### src/inc/upper_dma_defs.vh
// Register offsets, field positions and codes for the upper DMA mask and mode block
`ifndef UPPER_DMA_DEFS_VH
`define UPPER_DMA_DEFS_VH

// ---------------------------------------------------------------
// I/O addresses
// ---------------------------------------------------------------
`define MASK_WRITE_ADDR      16'h00d4
`define MODE_WRITE_ADDR      16'h00d6

// ---------------------------------------------------------------
// Mask register fields
// ---------------------------------------------------------------
`define MASK_VALUE_BIT       2
`define MASK_SEL_LSB         0

// ---------------------------------------------------------------
// Mode register fields
// ---------------------------------------------------------------
`define MODE_XFER_LSB        6
`define MODE_DIR_BIT         5
`define MODE_AUTO_INIT_CONTROL_BIT       4
`define MODE_OP_LSB          2
`define MODE_SEL_LSB         0

// ---------------------------------------------------------------
// Transfer mode and operation codes
// ---------------------------------------------------------------
`define XFER_DEMAND          2'h0
`define XFER_SINGLE          2'h1
`define XFER_BLOCK           2'h2
`define XFER_CASCADE         2'h3
`define OP_VERIFY            2'h0
`define OP_WRITE             2'h1
`define OP_READ              2'h2

// ---------------------------------------------------------------
// Reset values (documented undefined; chosen as all masked, zeros)
// ---------------------------------------------------------------
`define MASK_RESET           4'hf
`define MODE_RESET           8'h00
`define CHAN_BIT_RESET       4'h0

`endif

### src/rtl/upper_dma_mask_mode.v
// Mask and mode state for DMA channels 4 to 7 on the direct-mapped I/O bus
//
// How it works
// - Mask write sets or clears chosen mask
// - Mask selector picks channels 4 to 7
// - No auto-init: mask sets at terminal count
// - Auto-init: mask stays clear at terminal count
// - Set mask blocks that channel's request
// - Three registers share one mask set
// - Mode field: demand, single, block
// - Code 11 is cascade, stored for any channel
// - Direction bit: 0 increments, 1 decrements
// - Bit 4 enables auto-init for selected channel
// - Mode fields apply to selected channel only
// - Mode selector picks channels 4 to 7
// - Operation: verify, write, read, reserved
// - Auto-init pulses reload_out at terminal count
`include "upper_dma_defs.vh"
`default_nettype none

module upper_dma_mask_mode (
   // Clock and reset
   input  wire        clk_sys,
   input  wire        srst,
   // Direct-mapped I/O write port
   input  wire        io_wr,
   input  wire [15:0] io_addr,
   input  wire [7:0]  io_wdata,
   // Mask-clear-all and general mask writes from sibling registers
   input  wire        clear_all_wr,
   input  wire        general_mask_wr,
   input  wire [3:0]  general_mask_data,
   // Terminal count pulses from the transfer engine, one per channel
   input  wire [3:0]  end_of_count,
   // Peripheral requests
   input  wire [3:0]  dreq_in,
   // Gated requests and per-channel configuration to the engine
   output reg  [3:0]  dreq_gated,
   output reg  [3:0]  mask_out,
   output reg  [7:0]  xfer_mode_out,
   output reg  [7:0]  op_out,
   output reg  [3:0]  addr_dec_out,
   output reg  [3:0]  auto_init_out,
   output reg  [3:0]  reload_out
);

   // ------------------------------------------------------------
   // State
   // ------------------------------------------------------------
   reg  [3:0] mask_reg;        // Shared mask set
   reg  [3:0] mask_next;
   reg  [7:0] xfer_reg;        // Two bits per channel
   reg  [7:0] op_reg;          // Two bits per channel
   reg  [3:0] dir_reg;         // Address direction per channel
   reg  [3:0] auto_init_control_reg;       // Auto-init per channel
   reg  [7:0] xfer_next;
   reg  [7:0] op_next;
   reg  [3:0] dir_next;
   reg  [3:0] auto_init_control_next;

   // Write strobes, registers are write-only; no read path
   wire mask_wr = io_wr && (io_addr == `MASK_WRITE_ADDR);
   wire mode_wr = io_wr && (io_addr == `MODE_WRITE_ADDR);

   // One-hot channel decode of a two-bit selector
   function [3:0] chan_onehot;
      input [1:0] sel;
      begin
         chan_onehot = 4'h1 << sel;
      end
   endfunction

   wire [1:0] mask_sel = io_wdata[`MASK_SEL_LSB +: 2];
   wire [1:0] mode_sel = io_wdata[`MODE_SEL_LSB +: 2];
   wire [3:0] mask_hot = chan_onehot(mask_sel);
   wire [3:0] mode_hot = chan_onehot(mode_sel);

   // ------------------------------------------------------------
   // Next mask value
   // ------------------------------------------------------------
   integer i;
   always @* begin
      mask_next = mask_reg;
      // Terminal count sets mask only without auto-init
      for (i = 0; i < 4; i = i + 1) begin
         if (end_of_count[i] && !auto_init_control_reg[i]) begin
            mask_next[i] = 1'b1;
         end
      end
      // Software paths, all on the same bits; terminal set wins
      if (clear_all_wr) begin
         mask_next = mask_next & ~(~end_of_count | auto_init_control_reg);
      end else if (general_mask_wr) begin
         mask_next = general_mask_data |
                     (end_of_count & ~auto_init_control_reg);
      end else if (mask_wr) begin
         if (io_wdata[`MASK_VALUE_BIT]) begin
            mask_next = mask_next | mask_hot;
         end else begin
            // Clear only selected channel, others untouched
            mask_next = mask_next &
               ~(mask_hot & ~(end_of_count & ~auto_init_control_reg));
         end
      end
   end

   // ------------------------------------------------------------
   // Next mode values, selected channel only
   // ------------------------------------------------------------
   integer k;
   always @* begin
      xfer_next  = xfer_reg;
      op_next    = op_reg;
      dir_next   = dir_reg;
      auto_init_control_next = auto_init_control_reg;
      for (k = 0; k < 4; k = k + 1) begin
         if (mode_wr && mode_hot[k]) begin
            // Demand, single, block or cascade code
            xfer_next[2*k +: 2] = io_wdata[`MODE_XFER_LSB +: 2];
            // Verify, write, read; reserved stored as written
            op_next[2*k +: 2]   = io_wdata[`MODE_OP_LSB +: 2];
            dir_next[k]   = io_wdata[`MODE_DIR_BIT];
            auto_init_control_next[k] = io_wdata[`MODE_AUTO_INIT_CONTROL_BIT];
         end
      end
   end

   // ------------------------------------------------------------
   // Registers and outputs
   // ------------------------------------------------------------
   always @(posedge clk_sys) begin
      if (srst) begin
         mask_reg      <= `MASK_RESET;
         xfer_reg      <= `MODE_RESET;
         op_reg        <= `MODE_RESET;
         dir_reg       <= `CHAN_BIT_RESET;
         auto_init_control_reg     <= `CHAN_BIT_RESET;
         dreq_gated    <= `CHAN_BIT_RESET;
         mask_out      <= `MASK_RESET;
         xfer_mode_out <= `MODE_RESET;
         op_out        <= `MODE_RESET;
         addr_dec_out  <= `CHAN_BIT_RESET;
         auto_init_out <= `CHAN_BIT_RESET;
         reload_out    <= `CHAN_BIT_RESET;
      end else begin
         mask_reg      <= mask_next;
         xfer_reg      <= xfer_next;
         op_reg        <= op_next;
         dir_reg       <= dir_next;
         auto_init_control_reg     <= auto_init_control_next;
         // Masked channels never pass a request
         dreq_gated    <= dreq_in & ~mask_next;
         mask_out      <= mask_next;
         xfer_mode_out <= xfer_next;
         op_out        <= op_next;
         addr_dec_out  <= dir_next;
         auto_init_out <= auto_init_control_next;
         // Reload strobe when count ends with auto-init on
         reload_out    <= end_of_count & auto_init_control_reg;
      end
   end

endmodule

`default_nettype wire

### config.mk
export PLATFORM = sky130hd
export DESIGN_NAME = upper_dma_mask_mode
export DESIGN_NICKNAME = d
export VERILOG_FILES = /design/src/rtl/upper_dma_mask_mode.v
export VERILOG_INCLUDE_DIRS = /design/src /design/src/inc
export SDC_FILE = /design/constraint.sdc
export NUM_CORES = 1
export LEC_CHECK = 0
export ABC_AREA = 1
export CORE_MARGIN = 2
export CORE_UTILIZATION = 55
export DETAILED_ROUTE_END_ITERATION = 12
export DONT_BUFFER_PORTS = 1
export GPL_TIMING_DRIVEN = 0
export HOLD_SLACK_MARGIN = 0.06
export PLACE_DENSITY = 0.77
export RECOVER_POWER = 100
export SLEW_MARGIN = 0
export SYNTH_ARGS = -nofsm -noshare
export SYNTH_HDL_FRONTEND = slang
export SYNTH_SLANG_ARGS = --single-unit
### constraint.sdc
create_clock -name clk_sys -period 1.1 [get_ports clk_sys]
set_input_delay 0.11 -clock clk_sys [delete_from_list [all_inputs] [get_ports clk_sys]]
set_output_delay 0.11 -clock clk_sys [all_outputs]
set_load 0.005 [all_outputs]
==> reports/results.ini, run 1 <==
[status]
status = complete, no violations

[global_routing]
grt_pass1_vias = 1362
grt_pass1_wl_microns = 6130
overflow = 0
antenna_found_initial = 0
grt_max_degree = 11
track_usage = 0.248

[cts]
cts_tree = done
clock_path_buffers = 2
cts_max_level = 2
path_clk_slew_ns = 0.10
post_cts_resized = 0
cts_root_buffer = clkbuf_4
clk_latency_ns = 0.35
cts.sinks = 36
numCtsBuffers = 5
post_cts_buffers = 0

[worst_setup_path]
path_cells = inv_1, nor2_1, nand3b_1, nor4_4, nand2_1, nor2_1, nor2_1
r2r_start = auto_init_control_reg[2]
cp_data_required_time_ns = 1.34
cp.arrival_ns = 1.17
crit_start = io_addr[7]
critical_path.endpoint = dir_reg[3]
rr_worst_depth = 4
cp_slowest_stage_delay_ns = 0.34
timing.rr.end = dreq_gated[2]
crit_cells = 7
crit_path_frequent_cell = nor2_1
path_buf_inv = 1
crit_slowest_cell = nor4_4
path_delay_family = simple AND/OR/NAND/NOR gates
endpoint_kind = flop
r2r_setup_slack_ns = 0.26
path_class = input port to flop
worstPathMaxFanout = 6
start_kind = input port

[routing]
dr_total_vias = 1431
drt-initial-drc-count = 57
dr.max_layer_used = met4
totalWireLength_microns = 3690
wl_met2_microns = 1730
dr_wl_met3_microns = 326
wl_per_cell_microns = 13.1
wl_met1_microns = 1570
drcViolationCount = 0
vias_per_cell = 5.09
first_pass_iters = 4
postRouteAntennaNets = 0

[power_and_ir_drop]
ir_drop_mv = 1.18
total_leakage_power_uw = 0.000831
powerDensity_nw_per_um2 = 1240

[synth]
synth_cell_types = 15
synth_top_flop_cell = dfxtp_1
yosysTopAreaCellShare = 0.470
seq_area_frac_synth = 0.470
yosysWarnings = 0
syn-num-nets = 265
synth_area_sq_um = 1530
synth-edff-count = 0
yosysMostFrequentCell = nor2_1
ys_ff_latch = 36
synth_cells = 224
synth_common_cells = nor2_1 (75), dfxtp_1 (36), nand2_1 (28), inv_1 (27), o21ai_0 (24)
avgSynthCellArea_sq_um = 6.84
synth_area_leaders = dfxtp_1 (47%), nor2_1 (18%), o21ai_0 (7.8%)
synth_top_area_cell = dfxtp_1
ys_async_sr_fraction = 0

[sta]
finalHoldViolCount = 0
min_period_ns = 0.927
skew_ns = 0.00540
worst_slew_pin_slew_ns = 0.453
rsz0062_at_grt = yes
max_slew_margin = 0.697
timing.setup.tns_ns = 0
fin_crit_sh = 0.843
setup_violations = 0
fin_hold_ws_ns = 0.0835
timing.fmax_mhz = 1080
slew_viol_final = 0
final.setup.worst_slack_ns = 0.173

[floorplan]
die-width_microns = 56.8
die_y_microns = 56.8
io_pins = 77
core_area_sq_um = 2710
start_util = 0.566
placementRows = 19
dieArea_sq_um = 3230

[cells_and_area]
antenna_cells = 0
syn_to_final_growth_pct = 17.8
multi_input_area_sq_um = 691
fill_cells = 259
seqCellArea_sq_um = 721
finalInstanceArea_sq_um = 1810
layout.nets = 290
layout-drive-gt1-share = 0.0480

[min_path]
hold_path_class = input port to flop

[placed_design]
dpl_cell_area_sq_um = 1570
hpwl_microns = 2510
gp_congestion = 0.841
pre_cts_slack_ns = -0.196
port_buffers = 0

[run]
cap_viol_max_count = 0

-- cell families (layout without fill, tap and decap cells) --
| group | count (synthesis) | count (layout) | share of synthesized area |
|---|---|---|---|
| AND/OR/NAND/NOR | 130 | 130 | 0.366 |
| AO/OA/AOI/OAI | 27 | 27 | 0.0882 |
| buffers and inverters | 31 | 57 | 0.0759 |
| flip-flops | 36 | 36 | 0.470 |
-- layout by cell type, fill, tap and decap left out, types with 3 or more instances in the layout --
cell | netlist | layout
a21oi_1 | 3 | 3
o21ai_0 | 24 | 24
nor2_2 | 3 | 3
nor2_1 | 75 | 75
clkbuf_1 | 4 | 6
nand3_1 | 11 | 11
clkbuf_4 | 0 | 5
dfxtp_1 | 36 | 36
inv_1 | 27 | 27
nand4_1 | 5 | 5
dlygate4sd3_1 | 0 | 18
nand2_1 | 28 | 30
-- routing by layer --
layer / up-vias / GRT usage
met5: - / 0
met4: 0 / 0.106
met3: 7 / 0.101
met2: 58 / 0.382
met1: 615 / 0.306
li1: 751 / -
-- how the worst min path moves through the flow --
stage                         start       endpoint  slack [ns]  cells past startpoint
detailed placement  end_of_count[2]  reload_out[2]        0.24                      2
finish                         srst  reload_out[1]        0.08                      2
CTS                            srst  reload_out[0]        0.08                      2
floorplan           end_of_count[0]  reload_out[0]        0.23                      2
global placement    end_of_count[1]  reload_out[1]        0.23                      2
global route                   srst  reload_out[3]         0.1                      2
-- timing repair --
item	in CTS	in global routing
hold buffers	18	0
endpoints found under the setup margin	0	6
endpoints found under the hold margin	32	0
-- stage by stage --
step                 util  cells  total power (uW)
floorplan               -    224              1450
global placement    0.580    255              1470
detailed placement  0.580    255              1470
CTS                 0.668    281              2260
global route        0.666    281              2350
finish              0.666    281              2250
-- power breakdown --
part           internal, uW  switching [uW]
registers              1320            8.89
logic                  79.6             102
clock network           315             425
-- final cells by class --
cell class / instances / share of cell area
clock buffer: 8 / 0.0326
timing repair buffer: 18 / 0.0998
buffer: 4 / 0.00832
tap: 31 / 0.0215
multi-input combinational: 157 / 0.383
sequential: 36 / 0.399
inverter: 27 / 0.0561
-- worst register-to-register path, cell delays in order, from the launching register on --
cell     delay (ns)
dfxtp_1        0.41
inv_1          0.06
a21oi_1        0.18
nand2_2        0.08
nor2_2         0.06
(Power assumes the default switching activity.)
==> run 2: changes to the inputs <==
ABC_AREA = 0   (was 1)
CORE_UTILIZATION = 61   (was 55)
PLACE_DENSITY = 0.81   (was 0.77)
clock period = 0.95 ns   (was 1.1 ns; I/O delays follow)
==> run 2 against run 1 <==
- the flow now finishes with violations (negative hold slack, negative setup slack)
- largest power group unchanged
- critical endpoint is now dreq_gated[0]
- sequential power up 17%
- power up 13%
- worst setup slack worse by 0.35 ns
- clock power up 3.8%
- register-to-register slack worse by 0.43 ns
- sequential share of layout area down 3.9 points
- cell count down 23%
==> reports/results.ini, run 2 <==
[sta]
setup_violations = 32
skew_ns = 0.00363
fin_hold_ws_ns = -0.0408
slew_viol_final = 0
finalHoldViolCount = 1
min_period_ns = 1.13
worst_slew_pin_slew_ns = 0.509
fin_crit_sh = 1.19
timing.fmax_mhz = 888
rsz0062_at_grt = yes
max_slew_margin = 0.661
final.setup.worst_slack_ns = -0.176

[power_and_ir_drop]
p_switching_uw = 617
powerDensity_nw_per_um2 = 1270
total_leakage_power_uw = 0.000856
p_sw_frac = 0.243
internal-power_uw = 1920
ir_drop_mv = 1.29
p_seq_frac = 0.607
clock_power_share = 0.302
comb_power_share = 0.091

[floorplan]
dieArea_sq_um = 3040
core_area_sq_um = 2480
die-width_microns = 55.1
io_pins = 77
placementRows = 18
start_util = 0.643
die_y_microns = 55.1

[cells_and_area]
multi_input_area_sq_um = 903
finalInstanceArea_sq_um = 2000
final_cell_mix = nand2b_1 (36), dfxtp_1 (35), mux2i_1 (23)
layout-drive-gt1-share = 0.188
utilization = 0.809
final_common_cell = nand2b_1
antenna_cells = 0
layout.nets = 227
seqCellArea_sq_um = 722
fill_cells = 164
syn_to_final_growth_pct = 25.8

[worst_setup_path]
r2r_start = auto_init_control_reg[1]
path_class = input port to flop
endpoint_kind = flop
r2r_setup_slack_ns = -0.17
timing.rr.end = dreq_gated[1]
rr_worst_depth = 4
cp.arrival_ns = 1.37
start_kind = input port
worstPathMaxFanout = 8
cp_data_required_time_ns = 1.20

[status]
status = finished, violations left
failed_checks = negative hold slack, negative setup slack

[synth]
synth_top_area_cell = dfxtp_1
ys_ff_latch = 36
synth_top_flop_cell = dfxtp_1
synth_common_cells = dfxtp_1 (36), nand2b_1 (36), mux2i_1 (24), nand2_1 (6)
synth_cell_types = 25
avgSynthCellArea_sq_um = 10.1
yosysTopAreaCellShare = 0.452
seq_area_frac_synth = 0.452
synth_area_sq_um = 1590
ys_async_sr_fraction = 0
syn-num-nets = 198
yosysWarnings = 0
synth_area_leaders = dfxtp_1 (45%), mux2i_1 (15%), nand2b_1 (14%)
synth-edff-count = 0
synth_cells = 157

[cts]
clock_path_buffers = 2
path_clk_slew_ns = 0.11
cts_hold_buf = 17
cts_root_buffer = clkbuf_4
cts_tree = done
cts_max_level = 2
numCtsBuffers = 5
cts.sinks = 36
clk_latency_ns = 0.34

[global_routing]
grt_max_degree = 11
grt_pass1_vias = 1236
grt_pass1_wl_microns = 5550
antenna_found_initial = 0
overflow = 0
track_usage = 0.273

[routing]
drcViolationCount = 0
postRouteAntennaNets = 0
vias_per_cell = 5.86
drt-initial-drc-count = 17
totalWireLength_microns = 3940
dr_total_vias = 1266
first_pass_iters = 4
wl_per_cell_microns = 18.3

[placed_design]
gp_congestion = 0.745
port_buffers = 0
dpl_cell_area_sq_um = 1670
hpwl_microns = 2560
pre_cts_slack_ns = -0.527

[min_path]
hold_path_class = input port to flop
min_to = mask_reg[0]
hold_depth = 2
min_from = io_wdata[0]

[run]
cap_viol_max_count = 0

==> run 2: changes by cell type after synthesis, moves of 22 or more <==
| cell | before | now |
|---|---|---|
| mux2i_1 | 0 | 24 |
| nand2_1 | 28 | 6 |
| o21ai_0 | 24 | 0 |
| nand2b_1 | 0 | 36 |
| inv_1 | 27 | 2 |
| nor2_1 | 75 | 4 |
==> run 2: worst max path at each step <==
stage | slack, ns | from | endpoint | depth (start not counted)
5_1_grt | -0.24 | io_addr[11] | dreq_gated[0] | 5
3_5_place_dp | -0.53 | io_addr[15] | dreq_gated[0] | 5
6_report | -0.18 | io_addr[15] | dreq_gated[0] | 5
2_1_floorplan | -0.46 | io_addr[11] | dreq_gated[0] | 5
3_3_place_gp | -0.52 | io_addr[15] | dreq_gated[0] | 5
4_1_cts | -0.15 | io_addr[15] | dreq_gated[0] | 5
==> run 2: cell type report <==
type                       count  share of cell area
clock inverter                 1             0.00250
sequential                    36               0.360
multi-input combinational    111               0.451
buffer                         8              0.0319
clock buffer                   6              0.0206
tap                           30              0.0187
inverter                       2             0.00375
timing repair buffer          22               0.111
==> run 2: power by group through the flow <==
stage | combinational [uW] | clock, uW | sequential [uW]
6_report | 231 | 768 | 1540
5_1_grt | 248 | 822 | 1540
4_1_cts | 216 | 775 | 1540
3_5_place_dp | 144 | 0 | 1570
3_3_place_gp | 139 | 0 | 1570
2_1_floorplan | 118 | 0 | 1570
==> run 2: timing repair <==
item                                   in CTS  in global routing
gates resized for setup                    11                  8
pin swaps                                   1                  3
endpoints found under the hold margin      36                  2
buffers inserted                            4                  1
setup endpoints to repair                  26                 32
==> run 2: cell families after synthesis <==
logic type | synth area share
AND/OR/NAND/NOR | 0.288
flip-flops | 0.452
multiplexers | 0.151
AO/OA/AOI/OAI | 0.0793
buffers and inverters | 0.0299
==> run 2: metal layers <==
layer | vias up | wire length [microns] | GRT usage
met5 | - | 0 | 0
met4 | 0 | 78 | 0.114
met3 | 10 | 293 | 0.110
met2 | 52 | 1980 | 0.488
met1 | 593 | 1590 | 0.279
li1 | 611 | - | -
==> run 2: critical path: stages <==
cell	delay (ns)
nor4b_4	0.24
nand4_1	0.18
buf_6	0.18
or4_4	0.49
a41o_1	0.19
==> run 2: through the flow <==
step	hold slack (ns)	setup TNS, ns	instances	power (uW)
global placement	0.222	-12.05	187	1710
CTS	-0.0478	-1.64	215	2530
finish	-0.0408	-3.30	216	2540
global route	-0.0229	-5.30	216	2610
floorplan	0.217	-9.75	157	1690
detailed placement	0.222	-12.50	187	1720
